==> config.mk <==
export PLATFORM = sky130hd
export DESIGN_NAME = pulse_ramp_profile_setup
export DESIGN_NICKNAME = d
export VERILOG_FILES = /design/src/ramp_profile_pkg.sv /design/src/pulse_ramp_profile_setup.sv
export SDC_FILE = /design/constraint.sdc
export NUM_CORES = 2
export LEC_CHECK = 0
export ABC_CLOCK_PERIOD_IN_PS = 18900
export BUFFER_PORTS_ARGS = -buffer_cell sky130_fd_sc_hd__buf_2
export CAP_MARGIN = 5
export CORE_ASPECT_RATIO = 0.8
export CORE_UTILIZATION = 30
export DETAILED_ROUTE_END_ITERATION = 10
export HOLD_SLACK_MARGIN = 0.1
export PLACE_DENSITY = 0.51
export SYNTH_ARGS = -nofsm -noshare
export SYNTH_HDL_FRONTEND = slang
export SYNTH_SLANG_ARGS = --single-unit
==> constraint.sdc <==
create_clock -name hclk -period 18.9 [get_ports hclk]
set_clock_uncertainty 0.1 [all_clocks]
set_input_delay 3.78 -clock hclk [delete_from_list [all_inputs] [get_ports hclk]]
set_output_delay 3.78 -clock hclk [all_outputs]
set_load 0.005 [all_outputs]
==> src/ramp_profile_pkg.sv <==
// Constants, register map and phase codes for the pulse ramp profile block.
// Assumes a 32-bit AHB-Lite bus whose low eight address bits select a register.
package ramp_profile_pkg;

	// ==========================================================
	// Register byte offsets
	localparam logic [7:0] ADDR_CTRL = 8'h00;
	localparam logic [7:0] ADDR_MODE = 8'h04;
	localparam logic [7:0] ADDR_POS_AMOUNT = 8'h08;
	localparam logic [7:0] ADDR_START_SPEED = 8'h0c;
	localparam logic [7:0] ADDR_OPER_SPEED = 8'h10;
	localparam logic [7:0] ADDR_ACCEL_RATE = 8'h14;
	localparam logic [7:0] ADDR_DECEL_RATE = 8'h18;
	localparam logic [7:0] ADDR_SPEED_MAG = 8'h1c;
	localparam logic [7:0] ADDR_DECEL_POINT = 8'h20;
	localparam logic [7:0] ADDR_S_ACCEL = 8'h24;
	localparam logic [7:0] ADDR_S_DECEL = 8'h28;
	localparam logic [7:0] ADDR_STATUS = 8'h2c;
	localparam logic [7:0] ADDR_CUR_SPEED = 8'h30;
	localparam logic [7:0] ADDR_REMAIN = 8'h34;

	// ==========================================================
	// Field positions
	localparam int CTRL_START_BIT = 0;
	localparam int CTRL_DSTOP_BIT = 1;
	localparam int CTRL_ISTOP_BIT = 2;
	localparam int MODE_SCURVE_BIT = 0;
	localparam int MODE_MANUAL_BIT = 1;

	// ==========================================================
	// Reset values
	localparam logic [15:0] RST_SPEED = 16'h0001;
	localparam logic [15:0] RST_RATE = 16'h0001;
	localparam logic [15:0] RST_DECEL_RATE = 16'h0000;
	localparam logic [11:0] RST_SPEED_MAG = 12'h002;
	localparam logic [27:0] RST_POS_AMOUNT = 28'h0000000;
	localparam logic [23:0] RST_DECEL_POINT = 24'h000000;
	localparam logic [14:0] RST_S_RANGE = 15'h0000;
	localparam logic [1:0] RST_MODE = 2'h0;

	// ==========================================================
	// Reference clock cycles per speed step, per unit of (rate + 1)
	localparam logic [3:0] STEP_CYC_LIN = 4'h4;
	localparam logic [3:0] STEP_CYC_S = 4'h8;

	// ==========================================================
	// Ramp phases
	typedef enum logic [4:0] {
		PH_IDLE = 5'b00001,
		PH_ACCEL = 5'b00010,
		PH_CRUISE = 5'b00100,
		PH_DECEL = 5'b01000,
		PH_TAIL = 5'b10000
	} phase_t;

endpackage

==> src/pulse_ramp_profile_setup.sv <==
// Pulse ramp generator for one axis with its AHB-Lite profile registers.
// Assumes hclk is the reference clock and a single master with no wait states.
//
// Functional notes
// RULE1 - S-curve with accel range: accel time (top-start+2*range)*(rate+1)*4 clocks
// RULE2 - Hold a 16-bit deceleration rate setting deceleration characteristic
// RULE3 - Deceleration rate applies also with automatic decel start point
// RULE4 - Deceleration rate zero means acceleration rate is used instead
// RULE5 - Software picks manual point when decel time is long versus accel
// RULE6 - Linear mode: decel time (top-start)*(decel rate+1)*4 clocks
// RULE7 - S-curve, zero decel range: decel time (top-start)*(decel rate+1)*8 clocks
// RULE8 - S-curve with decel range: (top-start+2*range)*(decel rate+1)*4 clocks
// RULE9 - Hold 12-bit magnification; speed unit is fclk/((mag+1)*65536)
// RULE10 - Hold 24-bit decel start point; meaning follows manual/automatic select
// RULE11 - Manual: decelerate once remaining pulse count is at or below point
// RULE12 - Automatic: point is signed offset on computed point, early or late
// RULE13 - Hold 15-bit S accel range; S shaping at both band ends, linear between
// RULE14 - Zero S accel range uses half of (top-start), pure S-curve
// RULE15 - Hold 15-bit S decel range; S shaping at both band ends, linear between
// RULE16 - Zero S decel range uses half of (top-start), pure S-curve
// RULE17 - Software keeps magnification as small as the speed range allows
// RULE18 - Software sets manual linear point from speeds, decel rate and mag
// RULE19 - Software sets triangle-run point from amount less idling pulses
// RULE20 - Start speed pulse rate is value*fclk/((mag+1)*65536)
// RULE21 - Latch all profile values at start; hold them during the motion
`timescale 1ns/1ps

module pulse_ramp_profile_setup
	import ramp_profile_pkg::*;
(
	// Clock and reset
	input wire logic hclk,
	input wire logic hresetn,
	// AHB-Lite slave
	input wire logic hsel,
	input wire logic [31:0] haddr,
	input wire logic [1:0] htrans,
	input wire logic hwrite,
	input wire logic [2:0] hsize,
	input wire logic [31:0] hwdata,
	input wire logic hready,
	output logic [31:0] hrdata,
	output logic hreadyout,
	output logic hresp,
	// Motor driver
	output logic pulse_out,
	output logic dir_out,
	output logic busy_out
);

	// ==========================================================
	// Helpers

	// Step lies in an S band: near the low end or near the high end
	function automatic logic in_band(input logic [15:0] lo_dist, input logic [15:0] hi_dist,
		input logic [15:0] range);
		in_band = (lo_dist < range) || (hi_dist <= range);
	endfunction

	// ==========================================================
	// Bus slave
	logic acc_ok;
	logic wr_pend_r;
	logic [7:0] wr_addr_r;
	logic [31:0] hrdata_r;
	logic hreadyout_r;
	logic hresp_r;
	logic [31:0] rd_val;
	logic wr_hit;

	assign acc_ok = hsel && htrans[1] && hready;
	assign wr_hit = wr_pend_r;

	// Software registers
	logic [1:0] mode_r;
	logic [27:0] pos_amount_r;
	logic [15:0] start_speed_value_r;
	logic [15:0] operating_speed_value_r;
	logic [15:0] accel_rate_r;
	logic [15:0] decel_rate_r;
	logic [11:0] speed_magnification_r;
	logic [23:0] decel_start_point_r;
	logic [14:0] scurve_accel_range_r;
	logic [14:0] scurve_decel_range_r;

	// Ramp state
	phase_t phase_r;
	logic [15:0] spd_r;
	logic [27:0] remain_r;
	logic [27:0] accel_pulses_r;
	logic stop_req_r;
	logic pulse_r;
	logic dir_r;
	logic busy_r;

	// Address phase capture; writes land in the data phase
	always_ff @(posedge hclk or negedge hresetn) begin
		if (!hresetn) begin
			wr_pend_r <= 1'b0;
			wr_addr_r <= 8'h00;
		end else begin
			wr_pend_r <= acc_ok && hwrite;
			if (acc_ok) begin
				wr_addr_r <= haddr[7:0];
			end
		end
	end

	// Read mux, unmapped reads as zero
	always_comb begin
		rd_val = 32'h00000000;
		case (haddr[7:0])
			ADDR_MODE: rd_val = {30'h0, mode_r};
			ADDR_POS_AMOUNT: rd_val = {4'h0, pos_amount_r};
			ADDR_START_SPEED: rd_val = {16'h0, start_speed_value_r};
			ADDR_OPER_SPEED: rd_val = {16'h0, operating_speed_value_r};
			ADDR_ACCEL_RATE: rd_val = {16'h0, accel_rate_r};
			ADDR_DECEL_RATE: rd_val = {16'h0, decel_rate_r};
			ADDR_SPEED_MAG: rd_val = {20'h0, speed_magnification_r};
			ADDR_DECEL_POINT: rd_val = {8'h0, decel_start_point_r};
			ADDR_S_ACCEL: rd_val = {17'h0, scurve_accel_range_r};
			ADDR_S_DECEL: rd_val = {17'h0, scurve_decel_range_r};
			ADDR_STATUS: rd_val = {25'h0, stop_req_r, busy_r, phase_r};
			ADDR_CUR_SPEED: rd_val = {16'h0, spd_r};
			ADDR_REMAIN: rd_val = {4'h0, remain_r};
			default: rd_val = 32'h00000000;
		endcase
	end

	// Read data registered at the address phase, zero wait, always OKAY
	always_ff @(posedge hclk or negedge hresetn) begin
		if (!hresetn) begin
			hrdata_r <= 32'h00000000;
			hreadyout_r <= 1'b1;
			hresp_r <= 1'b0;
		end else begin
			hreadyout_r <= 1'b1;
			hresp_r <= 1'b0;
			if (acc_ok && !hwrite) begin
				hrdata_r <= rd_val;
			end
		end
	end

	assign hrdata = hrdata_r;
	assign hreadyout = hreadyout_r;
	assign hresp = hresp_r;

	// Profile register writes; new values take effect at the next start
	always_ff @(posedge hclk or negedge hresetn) begin
		if (!hresetn) begin
			mode_r <= RST_MODE;
			pos_amount_r <= RST_POS_AMOUNT;
			start_speed_value_r <= RST_SPEED;
			operating_speed_value_r <= RST_SPEED;
			accel_rate_r <= RST_RATE;
			decel_rate_r <= RST_DECEL_RATE;
			speed_magnification_r <= RST_SPEED_MAG;
			decel_start_point_r <= RST_DECEL_POINT;
			scurve_accel_range_r <= RST_S_RANGE;
			scurve_decel_range_r <= RST_S_RANGE;
		end else if (wr_hit) begin
			case (wr_addr_r)
				ADDR_MODE: mode_r <= hwdata[1:0];
				ADDR_POS_AMOUNT: pos_amount_r <= hwdata[27:0];
				ADDR_START_SPEED: start_speed_value_r <= hwdata[15:0];
				ADDR_OPER_SPEED: operating_speed_value_r <= hwdata[15:0];
				ADDR_ACCEL_RATE: accel_rate_r <= hwdata[15:0];
				ADDR_DECEL_RATE: decel_rate_r <= hwdata[15:0]; // RULE2
				ADDR_SPEED_MAG: speed_magnification_r <= hwdata[11:0]; // RULE9
				ADDR_DECEL_POINT: decel_start_point_r <= hwdata[23:0]; // RULE10
				ADDR_S_ACCEL: scurve_accel_range_r <= hwdata[14:0]; // RULE13
				ADDR_S_DECEL: scurve_decel_range_r <= hwdata[14:0]; // RULE15
				default: ;
			endcase
		end
	end

	// Command strobes from the control register
	logic cmd_start;
	logic cmd_dstop;
	logic cmd_istop;

	assign cmd_start = wr_hit && (wr_addr_r == ADDR_CTRL) && hwdata[CTRL_START_BIT];
	assign cmd_dstop = wr_hit && (wr_addr_r == ADDR_CTRL) && hwdata[CTRL_DSTOP_BIT];
	assign cmd_istop = wr_hit && (wr_addr_r == ADDR_CTRL) && hwdata[CTRL_ISTOP_BIT];

	// ==========================================================
	// Run copies of the profile
	logic [15:0] run_lo_r;
	logic [15:0] run_hi_r;
	logic [16:0] run_ar1_r;
	logic [16:0] run_dr1_r;
	logic [11:0] run_mag_r;
	logic [15:0] run_us_r;
	logic [15:0] run_ds_r;
	logic run_scurve_r;
	logic run_manual_r;
	logic [23:0] run_dsp_r;
	logic go;
	logic [15:0] half_span;

	assign go = cmd_start && (phase_r == PH_IDLE) && (pos_amount_r != 28'h0000000);
	assign half_span = 16'((operating_speed_value_r - start_speed_value_r) >> 1);

	// Latch everything at start so later writes cannot disturb the motion
	always_ff @(posedge hclk or negedge hresetn) begin
		if (!hresetn) begin
			run_lo_r <= RST_SPEED;
			run_hi_r <= RST_SPEED;
			run_ar1_r <= 17'h00002;
			run_dr1_r <= 17'h00002;
			run_mag_r <= RST_SPEED_MAG;
			run_us_r <= 16'h0000;
			run_ds_r <= 16'h0000;
			run_scurve_r <= 1'b0;
			run_manual_r <= 1'b0;
			run_dsp_r <= RST_DECEL_POINT;
		end else if (go) begin // RULE21
			run_lo_r <= start_speed_value_r;
			run_hi_r <= operating_speed_value_r;
			run_ar1_r <= {1'b0, accel_rate_r} + 17'h00001;
			run_dr1_r <= (decel_rate_r == 16'h0000) ? {1'b0, accel_rate_r} + 17'h00001 // RULE4
				: {1'b0, decel_rate_r} + 17'h00001; // RULE3
			run_mag_r <= speed_magnification_r;
			run_us_r <= (scurve_accel_range_r == 15'h0000) ? half_span // RULE14
				: {1'b0, scurve_accel_range_r};
			run_ds_r <= (scurve_decel_range_r == 15'h0000) ? half_span // RULE16
				: {1'b0, scurve_decel_range_r};
			run_scurve_r <= mode_r[MODE_SCURVE_BIT];
			run_manual_r <= mode_r[MODE_MANUAL_BIT];
			run_dsp_r <= decel_start_point_r;
		end
	end

	// ==========================================================
	// Pulse train: speed unit is fclk/((mag+1)*65536)
	logic [11:0] pre_cnt_r;
	logic [15:0] phase_acc_r;
	logic tick;
	logic [16:0] acc_sum;
	logic pulse_fire;

	assign tick = (pre_cnt_r == run_mag_r);
	assign acc_sum = {1'b0, phase_acc_r} + {1'b0, spd_r};
	assign pulse_fire = tick && acc_sum[16] && busy_r && (remain_r != 28'h0000000) && !cmd_istop;

	// Prescaler by mag+1, then a 16-bit phase accumulator fed by the speed
	always_ff @(posedge hclk or negedge hresetn) begin
		if (!hresetn) begin
			pre_cnt_r <= 12'h000;
			phase_acc_r <= 16'h0000;
		end else if (go || !busy_r) begin
			pre_cnt_r <= 12'h000;
			phase_acc_r <= 16'h0000;
		end else if (tick) begin // RULE9
			pre_cnt_r <= 12'h000;
			phase_acc_r <= acc_sum[15:0]; // RULE20
		end else begin
			pre_cnt_r <= pre_cnt_r + 12'h001;
		end
	end

	// ==========================================================
	// Speed stepping: interval (rate+1)*4, doubled inside the S bands
	logic [20:0] step_cnt_r;
	logic slow;
	logic [20:0] interval;
	logic step_due;
	logic ramping;

	assign ramping = (phase_r == PH_ACCEL) || (phase_r == PH_DECEL);

	always_comb begin
		slow = 1'b0;
		interval = 21'(run_ar1_r) * 21'(STEP_CYC_LIN); // RULE6
		if (phase_r == PH_ACCEL) begin
			slow = run_scurve_r && in_band(spd_r - run_lo_r, run_hi_r - spd_r, run_us_r); // RULE13
			interval = 21'(run_ar1_r) * 21'(slow ? STEP_CYC_S : STEP_CYC_LIN); // RULE1
		end else if (phase_r == PH_DECEL) begin
			slow = run_scurve_r && in_band(run_hi_r - spd_r, spd_r - run_lo_r, run_ds_r); // RULE15
			interval = 21'(run_dr1_r) * 21'(slow ? STEP_CYC_S : STEP_CYC_LIN); // RULE7 RULE8
		end
	end

	assign step_due = ramping && (step_cnt_r >= interval - 21'h000001);

	// Step timer counts reference clocks between speed steps
	always_ff @(posedge hclk or negedge hresetn) begin
		if (!hresetn) begin
			step_cnt_r <= 21'h000000;
		end else if (!ramping || step_due) begin
			step_cnt_r <= 21'h000000;
		end else begin
			step_cnt_r <= step_cnt_r + 21'h000001;
		end
	end

	// Current speed, one unit per step
	always_ff @(posedge hclk or negedge hresetn) begin
		if (!hresetn) begin
			spd_r <= 16'h0000;
		end else if (go) begin
			spd_r <= start_speed_value_r;
		end else if (step_due && (phase_r == PH_ACCEL) && (spd_r < run_hi_r)) begin
			spd_r <= spd_r + 16'h0001;
		end else if (step_due && (phase_r == PH_DECEL) && (spd_r > run_lo_r)) begin
			spd_r <= spd_r - 16'h0001;
		end
	end

	// ==========================================================
	// Deceleration start point
	logic signed [47:0] lhs;
	logic signed [47:0] rhs;
	logic auto_hit;
	logic man_hit;
	logic dec_go;

	// Computed point scaled by the rate ratio, plus the signed offset
	assign lhs = $signed(48'(remain_r) * 48'(run_ar1_r));
	assign rhs = $signed(48'(accel_pulses_r) * 48'(run_dr1_r))
		+ $signed({{24{run_dsp_r[23]}}, run_dsp_r}) * $signed(48'(run_ar1_r));
	assign auto_hit = (lhs <= rhs); // RULE12
	assign man_hit = ({4'h0, run_dsp_r} >= remain_r); // RULE11
	assign dec_go = stop_req_r || (run_manual_r ? man_hit : auto_hit); // RULE10

	// Pulses spent while accelerating feed the automatic point
	always_ff @(posedge hclk or negedge hresetn) begin
		if (!hresetn) begin
			accel_pulses_r <= 28'h0000000;
		end else if (go) begin
			accel_pulses_r <= 28'h0000000;
		end else if (pulse_fire && (phase_r == PH_ACCEL)) begin
			accel_pulses_r <= accel_pulses_r + 28'h0000001;
		end
	end

	// Remaining pulse count and direction
	always_ff @(posedge hclk or negedge hresetn) begin
		if (!hresetn) begin
			remain_r <= 28'h0000000;
			dir_r <= 1'b0;
		end else if (go) begin
			dir_r <= pos_amount_r[27];
			remain_r <= pos_amount_r[27] ? 28'(~pos_amount_r + 28'h0000001) : pos_amount_r;
		end else if (pulse_fire) begin
			remain_r <= remain_r - 28'h0000001;
		end
	end

	// Deceleration stop request held for the motion
	always_ff @(posedge hclk or negedge hresetn) begin
		if (!hresetn) begin
			stop_req_r <= 1'b0;
		end else if (go || (phase_r == PH_IDLE)) begin
			stop_req_r <= 1'b0;
		end else if (cmd_dstop) begin
			stop_req_r <= 1'b1;
		end
	end

	// ==========================================================
	// Phase sequencer
	always_ff @(posedge hclk or negedge hresetn) begin
		if (!hresetn) begin
			phase_r <= PH_IDLE;
		end else if (cmd_istop || (pulse_fire && (remain_r == 28'h0000001))) begin
			phase_r <= PH_IDLE;
		end else begin
			case (phase_r)
				PH_IDLE: begin
					if (go) begin
						phase_r <= PH_ACCEL;
					end
				end
				PH_ACCEL: begin
					if (dec_go) begin
						phase_r <= PH_DECEL;
					end else if (spd_r >= run_hi_r) begin
						phase_r <= PH_CRUISE;
					end
				end
				PH_CRUISE: begin
					if (dec_go) begin
						phase_r <= PH_DECEL;
					end
				end
				PH_DECEL: begin
					if (spd_r <= run_lo_r) begin
						phase_r <= stop_req_r ? PH_IDLE : PH_TAIL;
					end
				end
				PH_TAIL: begin
					if (stop_req_r) begin
						phase_r <= PH_IDLE;
					end
				end
				default: phase_r <= PH_IDLE;
			endcase
		end
	end

	// ==========================================================
	// Driver outputs
	always_ff @(posedge hclk or negedge hresetn) begin
		if (!hresetn) begin
			pulse_r <= 1'b0;
			busy_r <= 1'b0;
		end else begin
			pulse_r <= pulse_fire;
			// Falls one cycle after the last pulse, so that pulse lies inside the frame
			busy_r <= go || (busy_r && !cmd_istop && !(phase_r == PH_IDLE && !go));
		end
	end

	assign pulse_out = pulse_r;
	assign dir_out = dir_r;
	assign busy_out = busy_r;

endmodule

Yosys cells after proc, flatten, opt, wreduce, memory -nomap -nowiden
Index checks and enable logic that the tools add are counted.
- reductions and logical operators: 63
- equality and inequality tests: 35
- bitwise operators: 1
- multipliers: 5
- add/subtract/negate cells: 15
- order comparisons: 11
- muxes and demuxes: 33
- operators with widths (kind ; number):
    $pmux W28 S13 ; 1
    $mux W28 ; 5
    $mul A28 B17 Y45 ; 2
    $mux W16 ; 5
    $eq A8 B6 Y1 const B ; 9
    $eq A8 B5 Y1 const B ; 8
    $mux W21 ; 3
    $add A28 B1 Y28 const B ; 2
    $reduce_bool A28 Y1 ; 2
    $le A16 B16 Y1 ; 3
    $lt A16 B16 Y1 ; 3
    $sub A16 B16 Y16 ; 3
    $add A46 B42 Y47 ; 1
    $le A46 B47 Y1 ; 1
    $mul A17 B4 Y21 ; 2
    $mul A24 B18 Y42 ; 1
    $mux W5 ; 8
    $add A16 B1 Y17 const B ; 2
    $eq A8 B4 Y1 const B ; 4
    $logic_not A15 Y1 ; 2
    $mux W15 ; 2
    $eq A28 B1 Y1 const B ; 1
    $ge A24 B28 Y1 ; 1
    $not A28 Y28 ; 1
    other kinds (35) ; 91
- register bits after elaboration: 467

Depth between registers and ports, before layout
- word-level depth: 16
- depth in mapped cells: 57

Worst setup path before layout
Ideal clock, no wire load.
- path kind: reg2reg
- from: register accel_pulses_r[10]
- to: register phase_r[1]
- slack: 6.780 ns
- cell stages (with the launch flop): 50
- data required time: 18.668 ns
- buffers on the path: 2
- setup time: 0.132 ns
- arrival: 11.888 ns
- cells stage by stage: dfrtp_1 clkbuf_1 clkbuf_1 nand2_1 fa_1 fa_1 fa_1 fa_1 inv_1 fa_1 fa_1 ha_1 a21o_1 a21oi_1 nor3b_1 a211oi_1 or2_2 o21a_1 (+14 left out) a211oi_1 o31ai_1 a21oi_1 o21ai_0 a221oi_1 xor2_1 ha_1 o21ai_0 o21ai_0 a21oi_1 o31ai_1 a211oi_1 nor2_1 a31oi_1 o211ai_1 o21ai_0 nand2b_1 a31oi_1
- cells in the longest elaborated chain, start to end: 8
- ends and longest elaborated chain (element ; line ; text):
    from (decl) ; pulse_ramp_profile_setup.sv:90 ; logic [27:0] accel_pulses_r;
    from (signal assigned) ; pulse_ramp_profile_setup.sv:335 ; accel_pulses_r <= accel_pulses_r + 28'h0000001;
    $mul A28 B17 Y45 * ; pulse_ramp_profile_setup.sv:322 ; assign rhs = $signed(48'(accel_pulses_r) * 48'(run_dr1_r))
    $add A46 B42 Y47 * ; pulse_ramp_profile_setup.sv:323 ; + $signed({{24{run_dsp_r[23]}}, run_dsp_r}) * $signed(48'(run_ar1_r));
    $le A46 B47 Y1 * ; pulse_ramp_profile_setup.sv:324 ; assign auto_hit = (lhs <= rhs);
    $mux W1 * ; pulse_ramp_profile_setup.sv:326 ; assign dec_go = stop_req_r || (run_manual_r ? man_hit : auto_hit);
    $logic_or A1 B1 Y1 * ; pulse_ramp_profile_setup.sv:326 ;
    $mux W5 ; pulse_ramp_profile_setup.sv:378 ; if (dec_go) begin
    $pmux W5 S5 ; pulse_ramp_profile_setup.sv:371 ; case (phase_r)
    $mux W5 ; pulse_ramp_profile_setup.sv:368 ; end else if (cmd_istop || (pulse_fire && (remain_r == 28'h0000001))) begin
    to (signal assigned) ; pulse_ramp_profile_setup.sv:391 ; phase_r <= stop_req_r ? PH_IDLE : PH_TAIL;
    to (decl) ; pulse_ramp_profile_setup.sv:87 ; phase_t phase_r;
Every way passes the cells marked *; elsewhere a longest branch is shown, timed or not.
A chain may end at the register's enable or synchronous reset.

Worst setup path after layout
Ends and elaborated chain as after synthesis.

==> results.cfg <==
[outcome]
status = completed

[clock_network]
cts_setup_buffers = 0
cts_tree = yes
clock-root-buffer = clkbuf_16
cts-resized-gates = 0
clock_sinks = 461
clk_latency_ns = 0.69
hold_buffers = 0
h-tree-depth = 2
clk_pin_slew_worst_paths_ns = 0.06
cts_inserted_buffers = 56
clockBufferDepth = 3

[worst_setup_path]
crit_type = reg -> reg
worst_setup_path_end_kind = flip-flop
path_common_cell = fa_1
crit_arrival_ns = 15.48
critPathMaxFanout = 11
cp.required_ns = 19.29
critPathSlowestCell = o21ai_0
cpPeakStageDelay_ns = 0.73
cp-start-kind = flip-flop
reg2reg_slack_ns = 3.80

[detailed_routing]
vias_per_cell = 5.05
drc_errors = 0
wl_met1_um = 118000
ant_nets = 0
routed_wirelength_um = 252000
met2_length_um = 110000
first_iter_violations = 4654
routed.top_layer = met5
detail_route.wl_per_cell_um = 21.4
wl_met3_um = 19200
vias = 59500
dr.pass1.iters = 5

[timing]
fin_crit_ns = 15.10
layout_setup_ws_ns = 3.80
rsz0062_at_grt = no
slew_violations = 0
fmax_ghz = 0.0662
hold_viol_final = 0
setup_viol = 0
tns_ns = 0
period_share_pct = 79.9
worst_pin_slew_ns = 1.23
slew_headroom_pct = 17.4

[global_routing]
grt_overflow = 0
grt_usage_pct = 19.7
grt_pass1_vias = 61800
grt_max_degree = 158
grt_pass1_wl_um = 388000
antenna_found_initial = 19

[power_and_ir_drop]
p_leak_nw = 39.1
power_density_nw_per_um2 = 37.4
p_total_mw = 3.09
ir_worst_vdd_v = 0.0000714

[cells_and_area]
nets = 10400
post-route-util_pct = 32.6
fin_cells = 11800
drive_gt1_share_pct = 6.69
syn_to_final_growth_pct = 8.11

[floorplanning]
core-area_um2 = 253000
fp.dieW_um = 566
die_h_um = 453
fp.dieArea_um2 = 257000
ios = 111
rows = 165
start_util_pct = 30.2

[synth]
syn_area_um2 = 76400
synth.largest_area_cell = fa_1
ys_ff_latch = 461
syn_area_per_cell_um2 = 8.99
syn_inst = 8503
synth_edf_count = 0
synth_cell_types = 88
synth_area_leaders = fa_1, dfrtp_1, ha_1
yosysWarnings = 0
synthFlopType = dfrtp_1
ys_seq_area_share_pct = 15.1
synth_top_area_share_pct = 32.6
synth_async_sr_flop_share_pct = 100

[place]
port_buffers = 72
pre_cts_slack_ns = 4.05
dp.cells = 11700
gp_congestion = 0.925
dp_hpwl_um = 195000

[job]
max-cap-violations = 0

[hold_path]
hold_class = reg -> reg
## routing by layer
metal | GRT usage [%] | up-vias
met4 | 4.24 | 12
li1 | - | 26500
met1 | 28.6 | 30600
met5 | 0 | -
met3 | 3.22 | 311
met2 | 30.7 | 2101
## synthesized netlist by cell type, drive strengths merged, types with 46 or more instances
master	instances
a211oi	64
a21o	129
a21oi	287
a221oi	49
a22o	46
and2	489
and3	51
buf	61
clkbuf	366
dfrtp	451
fa	1246
ha	651
inv	1486
mux2	180
nand2	1274
nand3	103
nand4	62
nor2	346
nor3	64
o21a	57
o21ai	216
xnor2	231
xor2	132
## critical path: cells and delay by family (launching register included)
kind | cells | cell delay [ns]
buffers and inverters | 5 | 0.60
flip-flops | 1 | 0.66
XOR/XNOR | 2 | 0.48
AO/OA/AOI/OAI | 19 | 4.91
adder cells (fa/ha/maj) | 13 | 6.02
AND/OR/NAND/NOR | 11 | 2.18
## cell usage in the layout (no fill, tap or decap), types with 46 or more instances in the layout
cell type | netlist | layout
a21o_1 | 129 | 129
o21ai_0 | 213 | 212
a22o_1 | 46 | 46
fa_1 | 1246 | 1246
nor2_1 | 345 | 334
a21oi_1 | 287 | 286
inv_1 | 1486 | 1486
a211oi_1 | 63 | 63
clkbuf_16 | 0 | 57
nand3_1 | 103 | 103
and3_1 | 51 | 51
nand4_1 | 62 | 62
xor2_1 | 132 | 132
buf_4 | 9 | 139
xnor2_1 | 231 | 231
o21a_1 | 57 | 57
buf_2 | 23 | 71
ha_1 | 651 | 651
nor3_1 | 63 | 63
nand2_1 | 1274 | 1274
a221oi_1 | 49 | 49
mux2_2 | 180 | 180
and2_1 | 488 | 488
dfrtp_1 | 451 | 434
## per-stage QoR
stage                     area (um^2)  hold slack (ns)
after floorplan                 76600            0.341
after global placement          80700            0.353
after detailed placement        80700            0.357
after CTS                       82600            0.365
after global routing            82600            0.388
final                           82600            0.362
## report_power, final
part / switching (mW) / total [mW] / internal, mW
registers: 0.0821 / 1.12 / 1.04
logic: 0.507 / 0.791 / 0.284
clock network: 0.485 / 1.18 / 0.695
## state kept, by name, indices dropped and copies added (netlist names), 15 cells and up
register	cells
accel_pulses_r	28
accel_rate_r	16
decel_rate_r	16
decel_start_point_r	24
hrdata	28
operating_speed_value_r	16
phase_acc_r	16
pos_amount_r	28
remain_r	28
run_ar1_r	17
run_dr1_r	17
run_ds_r	15
run_dsp_r	24
run_hi_r	16
run_lo_r	16
run_us_r	15
scurve_accel_range_r	15
scurve_decel_range_r	15
spd_r	16
start_speed_value_r	16
step_cnt_r	21
## cells by family (layout without fill, tap and decap cells)
logic type               count (synthesis)  after routing  synth area share (%)
flip-flops                             461            461                  15.1
XOR/XNOR                               363            363                  4.16
multiplexers                           186            186                  2.73
AO/OA/AOI/OAI                         1105           1105                  9.57
buffers and inverters                 1913           1805                  9.49
AND/OR/NAND/NOR                       2576           2576                  15.6
adder cells (fa/ha/maj)               1897           1897                  43.3
other                                    2             46               0.00983
## cell type report
| type | count | area [um^2] |
|---|---|---|
| clock inverter | 24 | 373 |
| inverter | 1486 | 5580 |
| multi-input combinational | 6165 | 57900 |
| fill | 26400 | 170000 |
| tap | 3340 | 4180 |
| antenna | 8 | 20.0 |
| clock buffer | 82 | 1590 |
| timing repair buffer | 213 | 1450 |
| sequential | 461 | 11600 |
## final timing paths
check / start / to / depth (start not counted)
max: accel_pulses_r[10]$_DFFE_PN0P_ / phase_r[1]$_DFFE_PN0P_ / 50
min: run_mag_r[1]$_DFFE_PN1P_ / run_mag_r[1]$_DFFE_PN1P_ / 2
max reg2reg: accel_pulses_r[10]$_DFFE_PN0P_ / phase_r[1]$_DFFE_PN0P_ / 50
min reg2reg: run_mag_r[1]$_DFFE_PN1P_ / run_mag_r[1]$_DFFE_PN1P_ / 2
max in group asynchronous: hresetn / run_ar1_r[14]$_DFFE_PN0P_ / 2
min in group asynchronous: hresetn / pre_cnt_r[1]$_DFF_PN0_ / 1
(Power assumes the default switching activity.)
